`config.mk`:
```
export PLATFORM = sky130hd
export DESIGN_NAME = nvs_host
export DESIGN_NICKNAME = d
export VERILOG_FILES = /design/src/pkg/nvs_pkg.sv /design/src/pkg/nvs_tmr_if.sv /design/src/core/nvs_timer.sv /design/src/core/nvs_host.sv
export VERILOG_INCLUDE_DIRS = /design/src /design/src/pkg
export SDC_FILE = /design/constraint.sdc
export NUM_CORES = 1
export LEC_CHECK = 0
export BUFFER_PORTS_ARGS = -buffer_cell sky130_fd_sc_hd__buf_2
export CORE_UTILIZATION = 60
export CTS_BUF_LIST = sky130_fd_sc_hd__clkbuf_16
export DETAILED_ROUTE_END_ITERATION = 8
export GPL_TIMING_DRIVEN = 0
export PLACE_DENSITY = 0.84
export SYNTH_ARGS = -nofsm -noshare
export SYNTH_HDL_FRONTEND = slang
export SYNTH_SLANG_ARGS = --single-unit
```
`constraint.sdc`:
```
create_clock -name clk_in -period 5.5 [get_ports clk_in]
set_input_delay 0.55 -clock clk_in [delete_from_list [all_inputs] [get_ports clk_in]]
set_output_delay 0.55 -clock clk_in [all_outputs]
set_load 0.02 [all_outputs]
```
`src/pkg/nvs_consts.svh`:
```
`ifndef NVS_CONSTS_SVH
`define NVS_CONSTS_SVH

// ==========================================================
// clock and pin timing
`define NVS_CLK_MHZ 250
`define NVS_RD_CYCLE_NS 25
`define NVS_WR_PULSE_NS 20
`define NVS_HW_PULSE_MIN_NS 15
`define NVS_NO_WRITE_RELEASE_NS 25
`define NVS_SOFT_SEQ_LATENCY_US 100
`define NVS_SYNC_STAGES 2
`define NVS_GAP_CYC 1

// ==========================================================
// soft command sequence
`define NVS_SEQ_LEN 6
`define NVS_SEQ_LAST 5

// ==========================================================
// widths
`define NVS_ADDR_W 15
`define NVS_DATA_W 8
`define NVS_TMR_W 16

`endif

```
`src/pkg/nvs_pkg.sv`:
```
package nvs_pkg;

  // ==========================================================
  // request kinds
  typedef enum logic [1:0] {
    NVS_OP_READ,
    NVS_OP_WRITE,
    NVS_OP_SOFT,
    NVS_OP_HW_SAVE
  } nvs_op_e;

  // ==========================================================
  // time to cycles: least times round up, longest round down
  function automatic int nvs_min_cyc(input int ns, input int mhz);
    int c;
    c = (ns * mhz + 999) / 1000;
    return (c < 1) ? 1 : c;
  endfunction

  function automatic int nvs_max_cyc(input int ns, input int mhz);
    int c;
    c = (ns * mhz) / 1000;
    return (c < 1) ? 1 : c;
  endfunction

endpackage

```
`src/pkg/nvs_tmr_if.sv`:
```
`timescale 1ns/1ps
`include "nvs_consts.svh"

interface nvs_tmr_if;
  logic load;
  logic [`NVS_TMR_W-1:0] count;
  logic done;

  modport ctl (output load, output count, input done);
  modport tmr (input load, input count, output done);
endinterface

```
`src/core/nvs_timer.sv`:
```
`timescale 1ns/1ps
`include "nvs_consts.svh"

module nvs_timer
  import nvs_pkg::*;
(
  // clock and reset
  input wire logic clk_in,
  input wire logic srst_in,
  // control
  nvs_tmr_if.tmr tmr
);

  logic [`NVS_TMR_W-1:0] cnt_r;

  // ==========================================================
  // down counter, reload wins over counting
  always_ff @(posedge clk_in) begin
    if (srst_in) begin
      cnt_r <= '0;
    end else if (tmr.load) begin
      cnt_r <= tmr.count;
    end else if (cnt_r != '0) begin
      cnt_r <= cnt_r - `NVS_TMR_W'(1);
    end
  end

  assign tmr.done = (cnt_r == '0) && !tmr.load;

endmodule // nvs_timer

```
`src/core/nvs_host.sv`:
```
`timescale 1ns/1ps
`include "nvs_consts.svh"

module nvs_host
  import nvs_pkg::*;
#(
  parameter int AW = `NVS_ADDR_W,
  parameter int DW = `NVS_DATA_W,
  parameter int SOFT_SEQ_LATENCY_CYC =
    `NVS_SOFT_SEQ_LATENCY_US * 1000 * `NVS_CLK_MHZ / 1000,
  // sequence addresses, entry 0 in the low bits; defaults are arbitrary
  parameter logic [`NVS_SEQ_LEN*AW-1:0] SEQ_STORE_ADDRS = '0,
  parameter logic [`NVS_SEQ_LEN*AW-1:0] SEQ_RECALL_ADDRS = '1
) (
  // clock and reset
  input wire logic clk_in,
  input wire logic srst_in,
  // request
  input wire logic req_valid_in,
  input wire logic [1:0] req_op_in,
  input wire logic req_recall_in,
  input wire logic req_oe_mode_in,
  input wire logic [AW-1:0] req_addr_in,
  input wire logic [DW-1:0] req_wdata_in,
  output logic req_ready_out,
  // answer
  output logic rsp_valid_out,
  output logic [DW-1:0] rsp_rdata_out,
  // memory pins
  output logic mem_ce_n_out,
  output logic mem_we_n_out,
  output logic mem_oe_n_out,
  output logic [AW-1:0] mem_addr_out,
  input wire logic [DW-1:0] mem_dq_in,
  output logic [DW-1:0] mem_dq_out,
  output logic mem_dq_oe_n_out,
  // save request and busy pin, open drain
  input wire logic hw_save_busy_n_in,
  output logic hw_save_busy_n_out,
  output logic hw_save_busy_n_oe_n_out
);

  // ==========================================================
  // cycle counts
  localparam int RD_CYC = nvs_min_cyc(`NVS_RD_CYCLE_NS, `NVS_CLK_MHZ) + `NVS_SYNC_STAGES;
  localparam int WR_CYC = nvs_min_cyc(`NVS_WR_PULSE_NS, `NVS_CLK_MHZ);
  localparam int HW_CYC = nvs_min_cyc(`NVS_HW_PULSE_MIN_NS, `NVS_CLK_MHZ);
  localparam int REL_CYC =
    nvs_max_cyc(`NVS_NO_WRITE_RELEASE_NS, `NVS_CLK_MHZ) + `NVS_SYNC_STAGES;

  if (AW < 1 || DW < 1 || SOFT_SEQ_LATENCY_CYC < 1 ||
      SOFT_SEQ_LATENCY_CYC >= (1 << `NVS_TMR_W)) begin : g_param_chk
    $error("nvs_host: parameter out of range");
  end

  typedef enum logic [3:0] {
    ST_IDLE, ST_CHECK, ST_RD, ST_RD_WAIT, ST_GAP, ST_WR, ST_WR_WAIT,
    ST_WR_HOLD, ST_HW_START, ST_HW_WAIT, ST_HW_REL, ST_SS_START, ST_PAUSE,
    ST_POLL, ST_DONE
  } nvs_state_e;

  nvs_state_e st_r;
  nvs_op_e op_r;
  logic recall_r;
  logic oe_mode_r;
  logic [AW-1:0] addr_r;
  logic [DW-1:0] wdata_r;
  logic [2:0] idx_r;
  logic [DW-1:0] dq_m_r;
  logic [DW-1:0] dq_s_r;
  logic busy_m_r;
  logic busy_s_r;

  nvs_tmr_if tmr_if ();

  nvs_timer u_timer (
    .clk_in(clk_in),
    .srst_in(srst_in),
    .tmr(tmr_if.tmr)
  );

  function automatic logic [AW-1:0] seq_addr(input logic rc, input logic [2:0] i);
    logic [`NVS_SEQ_LEN*AW-1:0] tbl;
    tbl = rc ? SEQ_RECALL_ADDRS : SEQ_STORE_ADDRS;
    return tbl[i*AW +: AW];
  endfunction

  // ==========================================================
  // pin synchronisers
  always_ff @(posedge clk_in) begin
    if (srst_in) begin
      dq_m_r <= '0;
      dq_s_r <= '0;
      busy_m_r <= 1'b1;
      busy_s_r <= 1'b1;
    end else begin
      dq_m_r <= mem_dq_in;
      dq_s_r <= dq_m_r;
      busy_m_r <= hw_save_busy_n_in;
      busy_s_r <= busy_m_r;
    end
  end

  // ==========================================================
  // timer loads on entry to each timed state
  always_comb begin
    tmr_if.load = 1'b1;
    tmr_if.count = '0;
    case (st_r)
      ST_RD: tmr_if.count = `NVS_TMR_W'(RD_CYC);
      ST_WR: tmr_if.count = `NVS_TMR_W'(WR_CYC);
      ST_HW_START: tmr_if.count = `NVS_TMR_W'(HW_CYC);
      ST_HW_REL: tmr_if.count = `NVS_TMR_W'(REL_CYC);
      ST_SS_START: tmr_if.count = `NVS_TMR_W'(SOFT_SEQ_LATENCY_CYC);
      default: tmr_if.load = 1'b0;
    endcase
  end

  // ==========================================================
  // request latch and sequencing
  always_ff @(posedge clk_in) begin
    if (srst_in) begin
      st_r <= ST_IDLE;
      op_r <= NVS_OP_READ;
      recall_r <= 1'b0;
      oe_mode_r <= 1'b0;
      addr_r <= '0;
      wdata_r <= '0;
      idx_r <= 3'h0;
      req_ready_out <= 1'b0;
      rsp_valid_out <= 1'b0;
      rsp_rdata_out <= '0;
    end else begin
      case (st_r)
        ST_IDLE: begin
          req_ready_out <= 1'b1;
          if (req_valid_in && req_ready_out) begin
            req_ready_out <= 1'b0;
            op_r <= nvs_op_e'(req_op_in);
            recall_r <= req_recall_in;
            oe_mode_r <= req_oe_mode_in;
            addr_r <= req_addr_in;
            wdata_r <= req_wdata_in;
            idx_r <= 3'h0;
            st_r <= ST_CHECK;
          end
        end
        ST_CHECK: begin
          if (busy_s_r) begin
            case (op_r)
              NVS_OP_WRITE: st_r <= ST_WR;
              NVS_OP_HW_SAVE: st_r <= ST_HW_START;
              default: st_r <= ST_RD;
            endcase
          end
        end
        ST_RD: st_r <= ST_RD_WAIT;
        ST_RD_WAIT: begin
          if (tmr_if.done) begin
            if (op_r != NVS_OP_SOFT) begin
              rsp_rdata_out <= dq_s_r;
              rsp_valid_out <= 1'b1;
              st_r <= ST_DONE;
            end else if (idx_r == 3'(`NVS_SEQ_LAST)) begin
              st_r <= ST_SS_START;
            end else begin
              idx_r <= idx_r + 3'h1;
              st_r <= ST_GAP;
            end
          end
        end
        ST_GAP: st_r <= ST_RD;
        ST_WR: st_r <= ST_WR_WAIT;
        ST_WR_WAIT: begin
          if (tmr_if.done) begin
            st_r <= ST_WR_HOLD;
          end
        end
        ST_WR_HOLD: begin
          rsp_valid_out <= 1'b1;
          st_r <= ST_DONE;
        end
        ST_HW_START: st_r <= ST_HW_WAIT;
        ST_HW_WAIT: begin
          if (tmr_if.done) begin
            st_r <= ST_HW_REL;
          end
        end
        ST_HW_REL: st_r <= ST_PAUSE;
        ST_SS_START: st_r <= ST_PAUSE;
        ST_PAUSE: begin
          if (tmr_if.done) begin
            st_r <= ST_POLL;
          end
        end
        ST_POLL: begin
          if (busy_s_r) begin
            rsp_valid_out <= 1'b1;
            st_r <= ST_DONE;
          end
        end
        ST_DONE: begin
          rsp_valid_out <= 1'b0;
          st_r <= ST_IDLE;
        end
        default: st_r <= ST_IDLE;
      endcase
    end
  end

  // ==========================================================
  // memory pin drivers
  always_ff @(posedge clk_in) begin
    if (srst_in) begin
      mem_ce_n_out <= 1'b1;
      mem_we_n_out <= 1'b1;
      mem_oe_n_out <= 1'b1;
      mem_addr_out <= '0;
      mem_dq_out <= '0;
      mem_dq_oe_n_out <= 1'b1;
    end else begin
      case (st_r)
        ST_RD: begin
          mem_addr_out <= (op_r == NVS_OP_SOFT) ? seq_addr(recall_r, idx_r) : addr_r;
          mem_ce_n_out <= 1'b0;
          mem_oe_n_out <= 1'b0;
          mem_we_n_out <= 1'b1;
          mem_dq_oe_n_out <= 1'b1;
        end
        ST_RD_WAIT: begin
          if (tmr_if.done) begin
            if (!(op_r == NVS_OP_SOFT && oe_mode_r && idx_r != 3'(`NVS_SEQ_LAST))) begin
              mem_ce_n_out <= 1'b1;
            end
            mem_oe_n_out <= 1'b1;
          end
        end
        ST_WR: begin
          mem_addr_out <= addr_r;
          mem_ce_n_out <= 1'b0;
          mem_we_n_out <= 1'b0;
          mem_oe_n_out <= 1'b1;
          mem_dq_out <= wdata_r;
          mem_dq_oe_n_out <= 1'b0;
        end
        ST_WR_WAIT: begin
          if (tmr_if.done) begin
            mem_we_n_out <= 1'b1;
            mem_ce_n_out <= 1'b1;
          end
        end
        ST_WR_HOLD: mem_dq_oe_n_out <= 1'b1;
        default: begin
        end
      endcase
    end
  end

  // ==========================================================
  // save request pin, released except during the request pulse
  always_ff @(posedge clk_in) begin
    if (srst_in) begin
      hw_save_busy_n_out <= 1'b0;
      hw_save_busy_n_oe_n_out <= 1'b1;
    end else begin
      hw_save_busy_n_out <= 1'b0;
      if (st_r == ST_HW_START) begin
        hw_save_busy_n_oe_n_out <= 1'b0;
      end else if (st_r == ST_HW_REL) begin
        hw_save_busy_n_oe_n_out <= 1'b1;
      end
    end
  end

endmodule // nvs_host

```
* Word level (Yosys, flattened, before mapping) *
Index checks and enable logic that the tools add are counted.

cells by class
  muxes and demuxes = 37
  reduce and logical (&&, ||, !) cells = 29
  equal/unequal tests = 31
  add/sub/neg operators = 2
  $mul = 1
  shift operators = 1

operator list
  operator                 count
  $mux W90                 1
  $shiftx A90 B8 Y15       1
  $pmux W15 S5             1
  $pmux W4 S13             1
  $mux W4                  9
  $mux W16                 2
  $pmux W15 S2             1
  $eq A4 B4 Y1 const B     7
  $ne A2 B2 Y1 const B     12
  $eq A4 B3 Y1 const B     4
  $logic_not A16 Y1        1
  $reduce_bool A16 Y1      1
  $sub A16 B1 Y16 const B  1
  $mux W15                 1
  $mux W3                  4
  $mux W1                  10
  $reduce_bool A2 Y1       5
  $pmux W1 S3              3
  $reduce_bool A3 Y1       3
  $eq A4 B2 Y1 const B     2
  $pmux W4 S2              1
  $reduce_and A4 Y1        2
  $mul A3 B4 Y7 const B    1
  $reduce_and A7 Y1        1
  other kinds (18)         26

storage, ports and cells
  register bits = 106
  input bits = 39
  word-level logic and storage cells = 123

* Depth between registers and ports, before layout *
  word-level depth = 7
  mapped depth = 8
  mapped depth without buffers = 7

* Modules after synthesis *
A second synthesis with hierarchy kept.

second synthesis, totals
  cell total of the unflattened synthesis = 550
  area total of the unflattened synthesis = 4758.3 µm²

modules (own cells, without submodules)
  module     cells an instance  sequential area each (µm²)  area an instance (µm²)  instances
  nvs_host   430                1801.7                      3767.4                  1
  nvs_timer  120                320.3                       991.0                   1

* Worst setup path after synthesis *
No wires, ideal clock.

  path kind = register to register
  start = register u_timer.cnt_r[0]
  end = register idx_r[1]
  arrival = 1.723 ns
  slack = 3.712 ns
  cell stages (with the launch flop) = 9
  library setup time = 0.065 ns
  data required time = 5.435 ns
  clock period less this slack = 1.788 ns
  cells stage by stage = dfxtp_1 > inv_1 > ha_1 > nor4b_1 > and4_1 > buf_6 > and3_2 > mux2_2 > nor2_1

between the ends
  word-level cells in the longest chain between the ends = 4

RTL lines
  item                                RTL line         text
  from (decl)                         nvs_timer.sv:14  logic [`NVS_TMR_W-1:0] cnt_r;
  from (signal assigned)              nvs_timer.sv:22  cnt_r <= tmr.count;
  from (signal assigned)              nvs_timer.sv:24  cnt_r <= cnt_r - `NVS_TMR_W'(1);
  $logic_not A16 Y1                   nvs_timer.sv:28  assign tmr.done = (cnt_r == '0) && !tmr.load;
  $logic_and A1 B1 Y1                 nvs_timer.sv:28
  $ne A2 B2 Y1 (no source line)       --
  $reduce_and A5 Y1 (no source line)  --
  to (signal assigned)                nvs_host.sv:167  idx_r <= idx_r + 3'h1;
  to (decl)                           nvs_host.sv:68   logic [2:0] idx_r;

No other way between the ends.
A chain may end at the register's enable or synchronous reset.

* Worst setup path in the final report *
  start = register st_r[1]
  end = register mem_addr_out[8]

between the ends
  word-level cells in the longest chain between the ends = 2
  elaborated cells on any way between the ends = 4
  classes of those cells = eq/ne (2); mux (1); reduce/logical (1)

RTL lines
  item                                                RTL line         text
  from (decl)                                         nvs_host.sv:62   nvs_state_e st_r;
  from (signal assigned)                              nvs_host.sv:123  st_r <= ST_IDLE;
  from (signal assigned)                              nvs_host.sv:145  st_r <= ST_CHECK;
  from (signal assigned)                              nvs_host.sv:151  NVS_OP_WRITE: st_r <= ST_WR;
  $eq A4 B3 Y1 or $eq A4 B2 Y1 (tied branches)        nvs_host.sv:222  case (st_r)
  $pmux W15 S2 or $reduce_bool A2 Y1 (tied branches)  --
  to (signal assigned)                                nvs_host.sv:224  mem_addr_out <= (op_r == NVS_OP_SOFT) ? seq_addr(recall_r, idx_r) : addr_r;
  to (signal assigned)                                nvs_host.sv:239  mem_addr_out <= addr_r;
  to (decl)                                           nvs_host.sv:33   output logic [AW-1:0] mem_addr_out,

Parallel ways exist; a longest one is shown, timed or not.

==> impl_metrics.ini <==
[synthesis]
synth_edf_count = 0
synth_common_cells = nand2_1, dfxtp_1, a21oi_1
muxShareOfSynthArea_pct = 0.9643
ys_seq_elements = 106
yosys.area.top_type_share_pct = 48.10
synth_simple_gate_area_share_pct = 26.21
synth_top_family_by_area = simple AND/OR/NAND/NOR gates
synth_flop_cell = dfxtp_1
synth_compound_area_share_pct = 16.70
synth_fa_ha_area_share_pct = 1.134
synth_top_cell_by_area = dfxtp_1
synth_nets = 576
async_flop_share_pct = 0
ys_types = 61
syn_inst = 533
synth_most_common_cell = nand2_1
yosys_warnings = 0
ys_seq_area_share_pct = 48.10
yosys-top-cells-area = dfxtp_1, nand2_1, a21oi_1
avgSynthCellArea_sq_um = 8.277
netlist_area_sq_um = 4412
synthXorXnorAreaFrac_pct = 2.581

[critical_path]
crit-reg2reg-launch = st_r[1]
cp_cell_sequence = buf_2, nand4bb_1, buf_2, nand2_1, clkbuf_1, nand2_1, a211oi_1
worstPathMaxFanout = 10
cp_num_buf_inv = 3
critPathLaunchType = flop
crit_family = buffers and inverters
path_class = flop to flop
crit_path_top_delay_cell = clkbuf_1
crit_path_end_kind = flop
reg2reg_slack_ns = 3.29
rr_worst_depth = 7
max_stage_delay_ns = 0.43
r2r-end = mem_addr_out[8]
worstPathRequired_ns = 5.74
arrival_ns = 2.45

[timing]
tns_ns = 0
finClkSkew_ns = 0.006565
max_freq_mhz = 453.3
tightest_slew_ns = 0.7875
hold_viol_final = 0
slew_headroom_pct = 47.30
period_needed_ns = 2.206
rsz0062_at_grt = false
period_share_pct = 40.11
setup_violations = 0
report.final.slew_viol_count = 0
setup_slack_ns = 3.294
hold_slack_ns = 0.3926

[final_layout]
stdcell_count = 720
antenna_cells = 0
fillCellCount = 524
final_layout_size_suffix_gt1_share_pct = 18.27
stdcell_area_sq_um = 5210
multi_input_area_sq_um = 2103
area_growth_pct = 18.09
seqCellArea_sq_um = 2122
nets = 662
final_util_pct = 75.03

[place]
place_area_sq_um = 4907
dp_slack_ns = 3.365
portBuffers = 75
dp_hpwl_mm = 7.807
place_inst = 704
gp_congestion = 0.8773

[route]
wl_mm = 11.00
via_count = 4061
ant_nets = 0
wl_per_cell_microns = 15.28
initialDrtViolationCount = 242
drtPass1Iterations = 6
via_per_inst = 5.640
remaining_drc_errors = 0

[clock_tree]
cts_buffer_depth = 2
htreeDepth = 3
cts-resized-gates = 0
cts_hold_buffers = 0
numCtsBuffers = 9
cts_sinks = 106
cts_tree = built
cts_setup_buffers = 0
cts.root.buffer_cell = clkbuf_16
clkLatencyLatePin_ns = 0.34
clkTransAtPathRegs_ns = 0.07

[floorplanning]
fp-row-count = 30
die_h_microns = 87.75
dieArea_sq_um = 7700
core_area_sq_um = 6944
io_pins = 78
die_w_microns = 87.75
start_util_pct = 63.53

[min_path]
hold_start = hw_save_busy_n_in
min_to = busy_m_r
holdPathStages = 2
hp-class = primary input to flop

[global_routing]
grt_pass1_vias = 3778
track_usage_pct = 29.76
grt_pass1_wl_mm = 17.59
grt_max_degree = 19
grt_antenna_before_repair = 0
grt.overflow.total = 0

[power]
ir_drop_v = 0.0003136
p_leak_nw = 2.053
p_per_area_nw_per_um2 = 548.4
finalPower_mw = 2.857

[run_status]
outcome = finished, final reports clean

[job]
maxCapViolations = 0
-- layer usage --
layer	track usage, %	wire length [microns]	vias to the layer above
met4	9.538	195	0
met2	51.73	5470	155
met5	0	0	-
met3	6.692	640	26
li1	-	-	1986
met1	36.55	4696	1894
-- state kept, by name, summed over array words and instances (netlist names), 2 cells and up --
register	count
dq_s_r	8
op_r	2
mem_dq_out	8
dq_m_r	8
rsp_rdata_out	8
idx_r	3
wdata_r	8
u_timer.cnt_r	16
addr_r	15
mem_addr_out	15
st_r	4
-- report_power, final --
part | switching [mW] | total (mW) | leakage, nW | internal, mW
Sequential | 0.128 | 1.06 | 0.864 | 0.927
Clock | 0.287 | 0.644 | 0.152 | 0.357
Combinational | 0.713 | 1.16 | 1.04 | 0.445
-- worst register-to-register path: stages (launching register included) --
cell	delay [ns]
dfxtp_1	0.30
buf_2	0.17
nand4bb_1	0.27
buf_2	0.25
nand2_1	0.25
clkbuf_1	0.43
nand2_1	0.15
a211oi_1	0.30
-- how the worst max path moves through the flow --
| stage | slack (ns) | endpoint | from | cells past startpoint |
|---|---|---|---|---|
| global route | 3.16 | mem_addr_out[8] | st_r[1] | 7 |
| finish | 3.29 | mem_addr_out[8] | st_r[1] | 7 |
| global placement | 3.39 | rsp_valid_out | u_timer.cnt_r[0] | 8 |
| CTS | 3.34 | mem_addr_out[8] | st_r[1] | 7 |
| floorplan | 3.71 | idx_r[1] | u_timer.cnt_r[0] | 8 |
| detailed placement | 3.37 | rsp_valid_out | u_timer.cnt_r[0] | 8 |
-- placed cells by master (no fill, tap or decap), types with 4 or more instances in the layout --
| cell | instances |
|---|---|
| nand2_1 | 127 |
| dfxtp_1 | 106 |
| buf_2 | 83 |
| a21oi_1 | 59 |
| nor2_1 | 42 |
| nor2b_1 | 20 |
| a211oi_1 | 19 |
| clkbuf_1 | 19 |
| o21ai_0 | 13 |
| inv_1 | 9 |
| clkbuf_16 | 9 |
| nand3_1 | 7 |
| xor2_1 | 7 |
| xnor2_1 | 6 |
| nand2b_1 | 6 |
| nor3_1 | 5 |
| nand4b_1 | 4 |
| nor4_1 | 4 |
| nand4_1 | 4 |
| ha_1 | 4 |
-- layout make-up --
| type | count | area share (%) |
|---|---|---|
| plain buffers | 33 | 2.930 |
| clock buffers | 9 | 4.323 |
| clock inverters | 7 | 1.489 |
| inverters | 9 | 0.6484 |
| multi-input cells | 385 | 40.37 |
| flip-flops and latches | 106 | 40.73 |
| well taps | 96 | 2.305 |
| repair buffers | 75 | 7.205 |
-- cells by family (layout without fill, tap and decap cells) --
logic type,after synthesis,after routing
other,1,1
XOR/XNOR,13,13
AO/OA/AOI/OAI,119,119
buffers and inverters,42,133
flip-flops,106,106
AND/OR/NAND/NOR,244,244
adder cells (fa/ha/maj),4,4
multiplexers,4,4
Note: power is estimated with default switching activity, not from simulation.
